--- src/ifd_pkg.sv ---
package ifd_pkg;

    // Widths of the fetch path
    localparam int PC_W       = 21;
    localparam int WORD_W     = 16;
    localparam int BYTE_W     = 8;
    localparam int LIT_W      = 12;

    // Byte steps for one and two instruction words
    localparam logic [20:0] STEP_ONE_WORD = 21'h000002;
    localparam logic [20:0] STEP_TWO_WORD = 21'h000004;
    localparam logic [20:0] RESET_PC      = 21'h000000;

    // Second-word marker in the top nibble
    localparam logic [3:0]  SECOND_MARK   = 4'hF;

    // First-word opcode fields: goto and load bits 15:8, call bits 15:9 (bit 8 is the fast flag), move bits 15:12
    localparam logic [6:0]  OPC_CALL      = 7'h76;
    localparam logic [7:0]  OPC_GOTO      = 8'hEF;
    localparam logic [3:0]  OPC_MOVE_FF   = 4'hC;
    localparam logic [7:0]  OPC_LOAD_FSR  = 8'hEE;
    localparam logic [1:0]  LFSR_SUB      = 2'h0;

    // Relative branch opcodes
    localparam logic [4:0]  OPC_BRA       = 5'h1A;
    localparam logic [4:0]  OPC_RCALL     = 5'h1B;
    localparam logic [4:0]  OPC_BCOND     = 5'h1C;

    // Kinds of instruction the decoder reports
    typedef enum logic [2:0] {
        IFD_K_SINGLE,
        IFD_K_CALL,
        IFD_K_GOTO,
        IFD_K_MOVE_FF,
        IFD_K_LOAD_FSR,
        IFD_K_BRANCH,
        IFD_K_NOP
    } ifd_kind_e;

    // Fully decoded instruction handed to the sequencer
    typedef struct packed {
        ifd_kind_e          kind;
        logic [WORD_W-1:0]  first_word;
        logic [LIT_W-1:0]   literal;
        logic [PC_W-1:0]    target;
    } ifd_decoded_s;

endpackage : ifd_pkg

--- src/ifd_word_class.sv ---
`timescale 1ns/1ps
`default_nettype none

// Classifies one instruction word; purely combinational
module ifd_word_class (
    // Word under test
    input  wire logic [15:0] word,
    // Classification
    output logic             is_first_of_pair,
    output logic             is_second_mark,
    output logic             is_rel_branch,
    output ifd_pkg::ifd_kind_e pair_kind
);

    // Opcode match terms
    wire logic hit_call  = (word[15:9] == ifd_pkg::OPC_CALL);
    wire logic hit_goto  = (word[15:8] == ifd_pkg::OPC_GOTO);
    wire logic hit_move  = (word[15:12] == ifd_pkg::OPC_MOVE_FF);
    wire logic hit_lfsr  = (word[15:8] == ifd_pkg::OPC_LOAD_FSR) && (word[7:6] == ifd_pkg::LFSR_SUB);

    // Exactly four opcodes open a pair
    assign is_first_of_pair = hit_call | hit_goto | hit_move | hit_lfsr;
    assign is_second_mark   = (word[15:12] == ifd_pkg::SECOND_MARK);
    assign is_rel_branch    = (word[15:11] == ifd_pkg::OPC_BRA) || (word[15:11] == ifd_pkg::OPC_RCALL)
                            || (word[15:11] == ifd_pkg::OPC_BCOND);
    assign pair_kind = hit_call ? ifd_pkg::IFD_K_CALL :
                       hit_goto ? ifd_pkg::IFD_K_GOTO :
                       hit_move ? ifd_pkg::IFD_K_MOVE_FF :
                       hit_lfsr ? ifd_pkg::IFD_K_LOAD_FSR : ifd_pkg::IFD_K_SINGLE;

endmodule // ifd_word_class

`default_nettype wire

--- src/ifd_fetch_decode.sv ---
`timescale 1ns/1ps
`default_nettype none

module ifd_fetch_decode (
    // Clock and reset
    input  wire logic                 clk_sys,
    input  wire logic                 arst_n,
    // Program memory byte port
    output logic [20:0]               mem_addr_ff,
    input  wire logic [7:0]           mem_rdata,
    // Sequencer control
    input  wire logic                 skip_next,
    input  wire logic                 take_branch,
    input  wire logic                 load_target,
    input  wire logic [20:0]          target_pc,
    // Decoded instruction out
    output logic                      dec_valid_ff,
    output ifd_pkg::ifd_decoded_s     dec_ff,
    output logic [20:0]               pc_ff
);

    typedef enum logic [1:0] {
        IFD_ST_LOW,
        IFD_ST_HIGH,
        IFD_ST_EXEC
    } ifd_state_e;

    // Sign extend a word count and scale it to bytes
    function automatic logic [20:0] word_off_to_bytes(input logic [10:0] words);
        logic [20:0] ext;
        ext = {{10{words[10]}}, words};
        return {ext[19:0], 1'b0};
    endfunction

    ifd_state_e             state_ff;
    logic [7:0]             low_byte_ff;
    logic                   pend_pair_ff;
    logic                   skip_pend_ff;
    logic [15:0]            held_first_ff;
    ifd_pkg::ifd_kind_e     held_kind_ff;
    logic [20:0]            fetch_pc_ff;

    // Current word and its classification
    wire logic [15:0]       cur_word = {mem_rdata, low_byte_ff};
    logic                   w_first;
    logic                   w_second;
    logic                   w_branch;
    ifd_pkg::ifd_kind_e     w_kind;

    ifd_word_class u_class (
        .word             (cur_word),
        .is_first_of_pair (w_first),
        .is_second_mark   (w_second),
        .is_rel_branch    (w_branch),
        .pair_kind        (w_kind)
    );

    // Address arithmetic; LSB forced to zero keeps word alignment
    wire logic [20:0] seq_pc     = {fetch_pc_ff[20:1] + 20'h00001, 1'b0};
    wire logic [19:0] abs_word   = {cur_word[11:0], held_first_ff[7:0]};  // High twelve bits ride in the second word
    wire logic [20:0] abs_pc     = {abs_word[19:0], 1'b0};
    wire logic [10:0] rel_words  = (cur_word[15:12] == 4'hD) ? cur_word[10:0] : {{3{cur_word[7]}}, cur_word[7:0]};
    wire logic [20:0] rel_pc     = seq_pc + word_off_to_bytes(rel_words);
    wire logic [20:0] ext_target = {target_pc[20:1], 1'b0};

    // Pairing: only a second word right after its first is an operand
    wire logic is_operand = pend_pair_ff && w_second;
    wire logic is_orphan  = !pend_pair_ff && w_second;
    wire logic opens_pair = !pend_pair_ff && w_first && !skip_pend_ff;

    // Decoded record for the word just assembled
    ifd_pkg::ifd_decoded_s nxt_dec;
    always_comb begin
        nxt_dec            = '0;
        nxt_dec.first_word = cur_word;
        nxt_dec.kind       = ifd_pkg::IFD_K_SINGLE;
        if (skip_pend_ff) begin
            nxt_dec.kind = ifd_pkg::IFD_K_NOP;
        end else if (is_operand) begin
            nxt_dec.kind       = held_kind_ff;
            nxt_dec.first_word = held_first_ff;
            nxt_dec.literal    = cur_word[11:0];
            nxt_dec.target     = abs_pc;
        end else if (is_orphan) begin
            nxt_dec.kind = ifd_pkg::IFD_K_NOP;
        end else if (w_branch) begin
            nxt_dec.kind   = ifd_pkg::IFD_K_BRANCH;
            nxt_dec.target = rel_pc;
        end
    end

    // Next fetch address after the current word is consumed
    logic [20:0] nxt_fetch_pc;
    always_comb begin
        nxt_fetch_pc = seq_pc;
        if (load_target) begin
            nxt_fetch_pc = ext_target;
        end else if (is_operand && !skip_pend_ff &&
                     (held_kind_ff == ifd_pkg::IFD_K_CALL || held_kind_ff == ifd_pkg::IFD_K_GOTO)) begin
            nxt_fetch_pc = abs_pc;
        end else if (w_branch && !skip_pend_ff && take_branch) begin
            nxt_fetch_pc = rel_pc;
        end
    end

    // Byte fetch sequencer: low byte, high byte, then decode
    always_ff @(posedge clk_sys or negedge arst_n) begin
        if (!arst_n) begin
            state_ff     <= IFD_ST_LOW;
            mem_addr_ff  <= ifd_pkg::RESET_PC;
            fetch_pc_ff  <= ifd_pkg::RESET_PC;
            low_byte_ff  <= 8'h00;
        end else begin
            unique case (state_ff)
                IFD_ST_LOW: begin
                    low_byte_ff <= mem_rdata;
                    mem_addr_ff <= {fetch_pc_ff[20:1], 1'b1};
                    state_ff    <= IFD_ST_HIGH;
                end
                IFD_ST_HIGH: begin
                    state_ff <= IFD_ST_EXEC;
                end
                IFD_ST_EXEC: begin
                    fetch_pc_ff <= nxt_fetch_pc;
                    mem_addr_ff <= nxt_fetch_pc;
                    state_ff    <= IFD_ST_LOW;
                end
            endcase
        end
    end

    // Pair tracking and skip bookkeeping
    always_ff @(posedge clk_sys or negedge arst_n) begin
        if (!arst_n) begin
            pend_pair_ff  <= 1'b0;
            skip_pend_ff  <= 1'b0;
            held_first_ff <= 16'h0000;
            held_kind_ff  <= ifd_pkg::IFD_K_SINGLE;
        end else if (state_ff == IFD_ST_EXEC) begin
            // A skip drops only one word; an orphaned second word follows as a no-op
            skip_pend_ff <= skip_next && !opens_pair && !load_target;
            pend_pair_ff <= opens_pair && !load_target;
            if (opens_pair) begin
                held_first_ff <= cur_word;
                held_kind_ff  <= w_kind;
            end
        end
    end

    // Decoded output, one pulse per consumed word; first words of pairs wait
    always_ff @(posedge clk_sys or negedge arst_n) begin
        if (!arst_n) begin
            dec_valid_ff <= 1'b0;
            dec_ff       <= '0;
            pc_ff        <= ifd_pkg::RESET_PC;
        end else begin
            dec_valid_ff <= (state_ff == IFD_ST_EXEC) && !opens_pair;
            if (state_ff == IFD_ST_EXEC) begin
                dec_ff <= nxt_dec;
                pc_ff  <= nxt_fetch_pc;
            end
        end
    end

endmodule // ifd_fetch_decode

`default_nettype wire

--- config.mk ---
export PLATFORM = sky130hd
export DESIGN_NAME = ifd_fetch_decode
export DESIGN_NICKNAME = d
export VERILOG_FILES = /design/src/ifd_pkg.sv /design/src/ifd_word_class.sv /design/src/ifd_fetch_decode.sv
export SDC_FILE = /design/constraint.sdc
export NUM_CORES = 1
export LEC_CHECK = 0
export BUFFER_PORTS_ARGS = -buffer_cell sky130_fd_sc_hd__buf_2
export CAP_MARGIN = 10
export CORE_MARGIN = 2
export CORE_UTILIZATION = 57
export DETAILED_ROUTE_END_ITERATION = 10
export GPL_TIMING_DRIVEN = 1
export PLACE_DENSITY = 0.81
export SYNTH_ARGS = -nofsm -noshare
export SYNTH_HDL_FRONTEND = slang
export SYNTH_SLANG_ARGS = --single-unit
--- constraint.sdc ---
create_clock -name clk_sys -period 3.95 [get_ports clk_sys]
set_input_delay 0.1975 -clock clk_sys [delete_from_list [all_inputs] [get_ports clk_sys]]
set_output_delay 0.1975 -clock clk_sys [all_outputs]
set_load 0.1 [all_outputs]
* Word-level counts from Yosys, hierarchy flattened *
Index checks and enable logic that the tools add are counted.

word-level totals
  flip-flop bits (word level) = 126
  bits of input ports = 34
  output and inout port bits = 95
  logic and storage cells = 74

cells by class
  $add $sub $neg = 2
  eq/ne operators = 13
  mux-type cells = 19
  bitwise logic cells = 3
  reductions and logical operators = 24

operators with widths
  kind                   number
  $mux 21                6
  $mux 49                1
  $pmux 21 s2            1
  $mux 28                1
  $mux 3                 8
  $add 21x21->21         1
  $add 20x1->20 const B  1
  $eq 8x8->1 const B     2
  $eq 5x5->1 const B     3
  $logic_and 1x1->1      13
  $eq 4x4->1 const B     3
  $mux 11                1
  $eq 7x7->1 const B     1
  $pmux 2 s3             1
  $logic_not 1->1        4
  $logic_not 2->1        2
  $eq 3x1->1 const B     1
  $eq 3x2->1 const B     1
  $logic_or 1x1->1       3
  $or 1x1->1             3
  $eq 2x1->1 const B     1
  $eq 2x2->1 const B     1
  $reduce_and 2->1       1
  $reduce_bool 2->1      1

* Depth between registers and ports, before layout *
  depth in word-level cells = 9
  mapped depth = 15
  depth with buffers taken out = 14

* By module *
Synthesis repeated with hierarchy kept, for this count alone.

unflattened totals
  cell total of the unflattened synthesis = 797
  area, all modules = 7259.5 sq um

modules (own cells, without submodules)
  module            times used  cells each  area each (sq um)  seq. area each (sq um)
  ifd_fetch_decode  1           780         7149.4             3103.0
  ifd_word_class    1           17          110.1              0.0

* Worst setup path before layout *
No wires, ideal clock.

  kind = reg-to-reg
  start = register, netlist name pc_ff[1]
  end = register mem_addr_ff[19]
  setup time = 0.084 ns
  data arrival time = 3.822 ns
  required time = 3.866 ns
  slack = 0.044 ns
  cell stages (with the launch flop) = 13
  buffers on the path = 0
  period minus slack after synthesis = 3.906 ns
  path through = dfrtp_1 ha_1 and4_1 nand3_1 o31a_1 or2_2 ha_1 inv_1 or3_1 nor4_1 nor3b_1 o311ai_1 a21boi_0

RTL lines
  element                 line                     RTL
  end signal: assignment  ifd_fetch_decode.sv:110  mem_addr_ff <= ifd_pkg::RESET_PC;
  end signal: assignment  ifd_fetch_decode.sv:117  mem_addr_ff <= {fetch_pc_ff[20:1], 1'b1};
  end signal: assignment  ifd_fetch_decode.sv:125  mem_addr_ff <= nxt_fetch_pc;
  end: declaration        ifd_fetch_decode.sv:9    output logic [20:0] mem_addr_ff,

==> impl_results.rst <==
.. list-table::
   :header-rows: 1

   * - Metric
     - Value
   * - Wire length of the first global-routing pass
     - 33.6 mm
   * - Yosys cell types
     - 79
   * - Netlist area before placement
     - 0.00731 sq mm
   * - Clock skew
     - 6.83 ps
   * - Least-Margin Pin Slew
     - 1230 ps
   * - Element type at the critical path start
     - register
   * - Fraction of the mapped netlist area in simple logic gates
     - 16.4%
   * - VDD IR max
     - 0.292 mV
   * - Data required time at the worst endpoint
     - 4300 ps
   * - Tot Pwr
     - 4.27 mW
   * - Area share of the leading cell type in the synthesized netlist
     - 42.5%
   * - Total global routing track utilization
     - 32.4%
   * - Worst hold margin
     - 12.2 ps
   * - Starting density of the core
     - 58.1%
   * - Shortest clock period the worst path allows after layout
     - 3640 ps
   * - Die Area
     - 0.0137 sq mm
   * - Half-perimeter wire length of the detailed placement result
     - 14.6 mm
   * - Vertical die dimension
     - 117 microns
   * - Dpl ws
     - 416 ps
   * - Avg Inst Size Synth
     - 9.44 sq um
   * - Fraction of the mapped netlist area in compound gates
     - 20.0%
   * - Antenna Diode Count
     - 0
   * - Clk Latency, worst-skew pair
     - 420 ps
   * - Crit. End Element
     - register
   * - Antenna violations before repair
     - 0
   * - Residual DRC count
     - 0
   * - Largest net degree at the start of global routing
     - 81
   * - Maximum fanout count along the critical path
     - 7
   * - Count of final max-slew check failures
     - 0
   * - Final hold violations
     - 0
   * - Placed insts
     - 1045
   * - Vias per std cell
     - 6.10
   * - Post-layout utilization of the core
     - 69.3%
   * - Share of the yosys chip area belonging to registers
     - 42.5%
   * - Post-Layout Cell Count
     - 1077
   * - Clk sinks
     - 124
   * - Synth-to-layout area growth
     - 19.3%
   * - Highest clock frequency the design can meet
     - 275 MHz
   * - Largest family of logic cells by synthesized area
     - compound AO/OA/AOI/OAI gates
   * - Violation count after the first detailed-routing iteration
     - 599
   * - Top cell type by total area after synthesis
     - sky130_fd_sc_hd__dfrtp_1
   * - Number of enable flip-flop cells after synthesis
     - 0
   * - DRT antenna net count
     - 0
   * - Via count of the first global-routing pass
     - 6330
   * - Clock tree from TritonCTS
     - done
   * - Area after DPL
     - 0.00812 sq mm
   * - Unrepaired setup endpoints after global routing
     - false
   * - Count of input and output buffers
     - 125
   * - First drt pass iteration count
     - 5
   * - CTS Root Buffer Type
     - sky130_fd_sc_hd__clkbuf_16
   * - Number of H-tree levels
     - 4
   * - Final-stage net count
     - 951
   * - Adder and majority gate portion of the synthesized area
     - 4.21%
   * - Buffers from clock root to sink, at most
     - 2
   * - Number of buffers added by the clock tree synthesis step
     - 17
   * - Fill cell count
     - 979
   * - Core Footprint
     - 0.0126 sq mm
   * - Die extent in x
     - 117 microns
   * - Vias after detailed routing
     - 6570
   * - Routed WL per cell
     - 19.7 microns
   * - Overflow after GRT
     - 0
   * - Crit path DAT
     - 3980 ps
   * - Hold Crit Class
     - in2reg
   * - Biggest area contributors in the synthesized netlist
     - sky130_fd_sc_hd__dfrtp_1, sky130_fd_sc_hd__mux2i_1, sky130_fd_sc_hd__ha_1
   * - Crit Path Category
     - reg2reg
   * - Post-route clock period utilization
     - 92.1%
   * - Clock input transition at the sequential cells of the worst setup and hold paths
     - 50 ps
   * - Number of synthesized register bits
     - 124
   * - Number of instances in the synthesized netlist
     - 774
   * - Final weighted congestion in routability-driven placement
     - 0.991
   * - Worst Slack Setup Final
     - 312 ps
   * - Yosys Warn Count
     - 0
   * - Final Instance Area
     - 0.00871 sq mm
   * - Layout cells sized above 1
     - 24.8%
   * - Total I/O pin count
     - 129
   * - Dominant register cell in the synthesized netlist
     - sky130_fd_sc_hd__dfrtp_1
   * - Setup Total Neg Slack
     - 0 ps
   * - Count of final setup violators
     - 0
   * - Leakage power summed over all cells
     - 4.03 nW
   * - Routed Wire Length
     - 21.2 mm
   * - Synthesized-area fraction occupied by xor and xnor cells
     - 4.40%
   * - Post-CTS Setup Bufs
     - 0
   * - Area of combinational cells with multiple inputs
     - 0.00389 sq mm
   * - Total number of placement rows
     - 41
   * - Number of maximum-capacitance constraint violations
     - 0
   * - Result of the run
     - completed
   * - Power density cells
     - 490 mW/mm^2
   * - Register cell area after layout
     - 0.00310 sq mm
   * - Slew margin rel.
     - 17.6%
   * - Multiplexer share of the synthesized area
     - 7.83%
   * - Async set-or-reset flop fraction in the synthesized netlist
     - 100%
-- worst max-delay path: stages (launching register included) --
cell and delay (ps):
sky130_fd_sc_hd__dfrtp_1 450, sky130_fd_sc_hd__and4_1 370, sky130_fd_sc_hd__and4_2 350, sky130_fd_sc_hd__nand2_1 80
sky130_fd_sc_hd__xnor2_1 230, sky130_fd_sc_hd__ha_1 360, sky130_fd_sc_hd__a21oi_1 210, sky130_fd_sc_hd__o21ai_0 180
sky130_fd_sc_hd__or3_1 330, sky130_fd_sc_hd__o22ai_1 180, sky130_fd_sc_hd__xor2_1 180, sky130_fd_sc_hd__a2111oi_2 460
sky130_fd_sc_hd__a2bb2oi_1 180
-- cell families after synthesis --
kind of cell | after synthesis
muxes | 54
xor gates and xnor gates | 33
other | 1
adders and majority gates | 24
buffers and inverters | 83
DFF | 124
and+or+nand+nor | 246
AOI/OAI and AO/OA | 209
-- flip-flops by register name, indices dropped and copies added, names as in the netlist --
signal         flops
skip_pend_ff       1
dec_valid_ff       1
low_byte_ff        8
held_kind_ff       3
mem_addr_ff       21
state_ff           2
pc_ff             20
dec_ff            51
pend_pair_ff       1
held_first_ff     16
-- Yosys cell counts, types with 4 or more instances --
| cell type | count |
|---|---|
| sky130_fd_sc_hd__a211oi_1 | 6 |
| sky130_fd_sc_hd__a21boi_0 | 11 |
| sky130_fd_sc_hd__a21o_1 | 4 |
| sky130_fd_sc_hd__a21oi_1 | 49 |
| sky130_fd_sc_hd__a221o_1 | 14 |
| sky130_fd_sc_hd__a31oi_1 | 6 |
| sky130_fd_sc_hd__and2_1 | 8 |
| sky130_fd_sc_hd__and3_1 | 7 |
| sky130_fd_sc_hd__and4_1 | 4 |
| sky130_fd_sc_hd__buf_1 | 6 |
| sky130_fd_sc_hd__buf_2 | 4 |
| sky130_fd_sc_hd__buf_4 | 4 |
| sky130_fd_sc_hd__clkbuf_1 | 29 |
| sky130_fd_sc_hd__dfrtp_1 | 124 |
| sky130_fd_sc_hd__ha_1 | 23 |
| sky130_fd_sc_hd__inv_1 | 38 |
| sky130_fd_sc_hd__mux2_2 | 25 |
| sky130_fd_sc_hd__mux2i_1 | 29 |
| sky130_fd_sc_hd__nand2_1 | 76 |
| sky130_fd_sc_hd__nand2b_1 | 6 |
| sky130_fd_sc_hd__nand3_1 | 18 |
| sky130_fd_sc_hd__nand4_1 | 8 |
| sky130_fd_sc_hd__nor2_1 | 68 |
| sky130_fd_sc_hd__nor2b_1 | 11 |
| sky130_fd_sc_hd__nor3_1 | 11 |
| sky130_fd_sc_hd__nor3b_1 | 4 |
| sky130_fd_sc_hd__o211ai_1 | 10 |
| sky130_fd_sc_hd__o21a_1 | 9 |
| sky130_fd_sc_hd__o21ai_0 | 47 |
| sky130_fd_sc_hd__o221ai_1 | 8 |
| sky130_fd_sc_hd__o22ai_1 | 5 |
| sky130_fd_sc_hd__or2_2 | 4 |
| sky130_fd_sc_hd__or3_1 | 5 |
| sky130_fd_sc_hd__xnor2_1 | 22 |
| sky130_fd_sc_hd__xor2_1 | 9 |
-- power by group --
part / switching, mW / internal [mW] / leakage, nW
registers: 0.105 / 1.37 / 1.55
logic: 0.931 / 0.332 / 2.20
clock network: 0.572 / 0.957 / 0.279
-- area by class of cell --
class                      count  share of cell area [%]
clock buffer                  21                    5.28
clock inverter                10                    1.34
inverter                      39                    1.68
multi-input combinational    568                    44.7
sequential                   124                    35.6
tap                          172                    2.47
timing repair buffer         143                    8.93
-- final timing paths --
path / from / endpoint / slack, ps / cells after the start
worst max register to register: pc_ff[4]$_DFFE_PN0P_ / mem_addr_ff[17]$_DFFE_PN0P_ / 310 / 12
worst max-delay path: pc_ff[4]$_DFFE_PN0P_ / mem_addr_ff[17]$_DFFE_PN0P_ / 310 / 12
max in group asynchronous: arst_n / state_ff[1]$_DFF_PN0_ / 2540 / 3
min in group asynchronous: arst_n / mem_addr_ff[3]$_DFFE_PN0P_ / 500 / 2
worst min-delay path: skip_next / skip_pend_ff$_DFFE_PN0P_ / 10 / 3
worst min register to register: held_first_ff[15]$_DFFE_PN0P_ / held_first_ff[15]$_DFFE_PN0P_ / 460 / 1
-- per-layer routing --
| metal | global-route usage (%) | share of wire [%] |
|---|---|---|
| met5 | 0 | 0 |
| met4 | 13.1 | 2.6 |
| met3 | 6.64 | 7.6 |
| met2 | 51.1 | 48 |
| met1 | 44.1 | 42 |
-- layout by cell type, fill, tap and decap left out, drive strengths merged, types with 8 or more instances in the layout --
master  count
buf       142
dfrtp     124
nand2      77
nor2       69
o21ai      50
a21oi      49
inv        39
mux2i      29
mux2       25
ha         23
xnor2      22
clkbuf     21
nand3      18
a221o      14
nor3       11
nor2b      11
a21boi     11
o211ai     10
xor2       10
o21a        9
nand4       9
and3        9
and2        8
o221ai      8
-- what timing repair did --
item / in CTS / in global routing
hold endpoints to repair: 49 / 0
setup endpoints to repair: 0 / 1
resized for setup: 0 / 1
hold buffers: 1 / 0
Note: power is estimated with default switching activity, not from simulation.
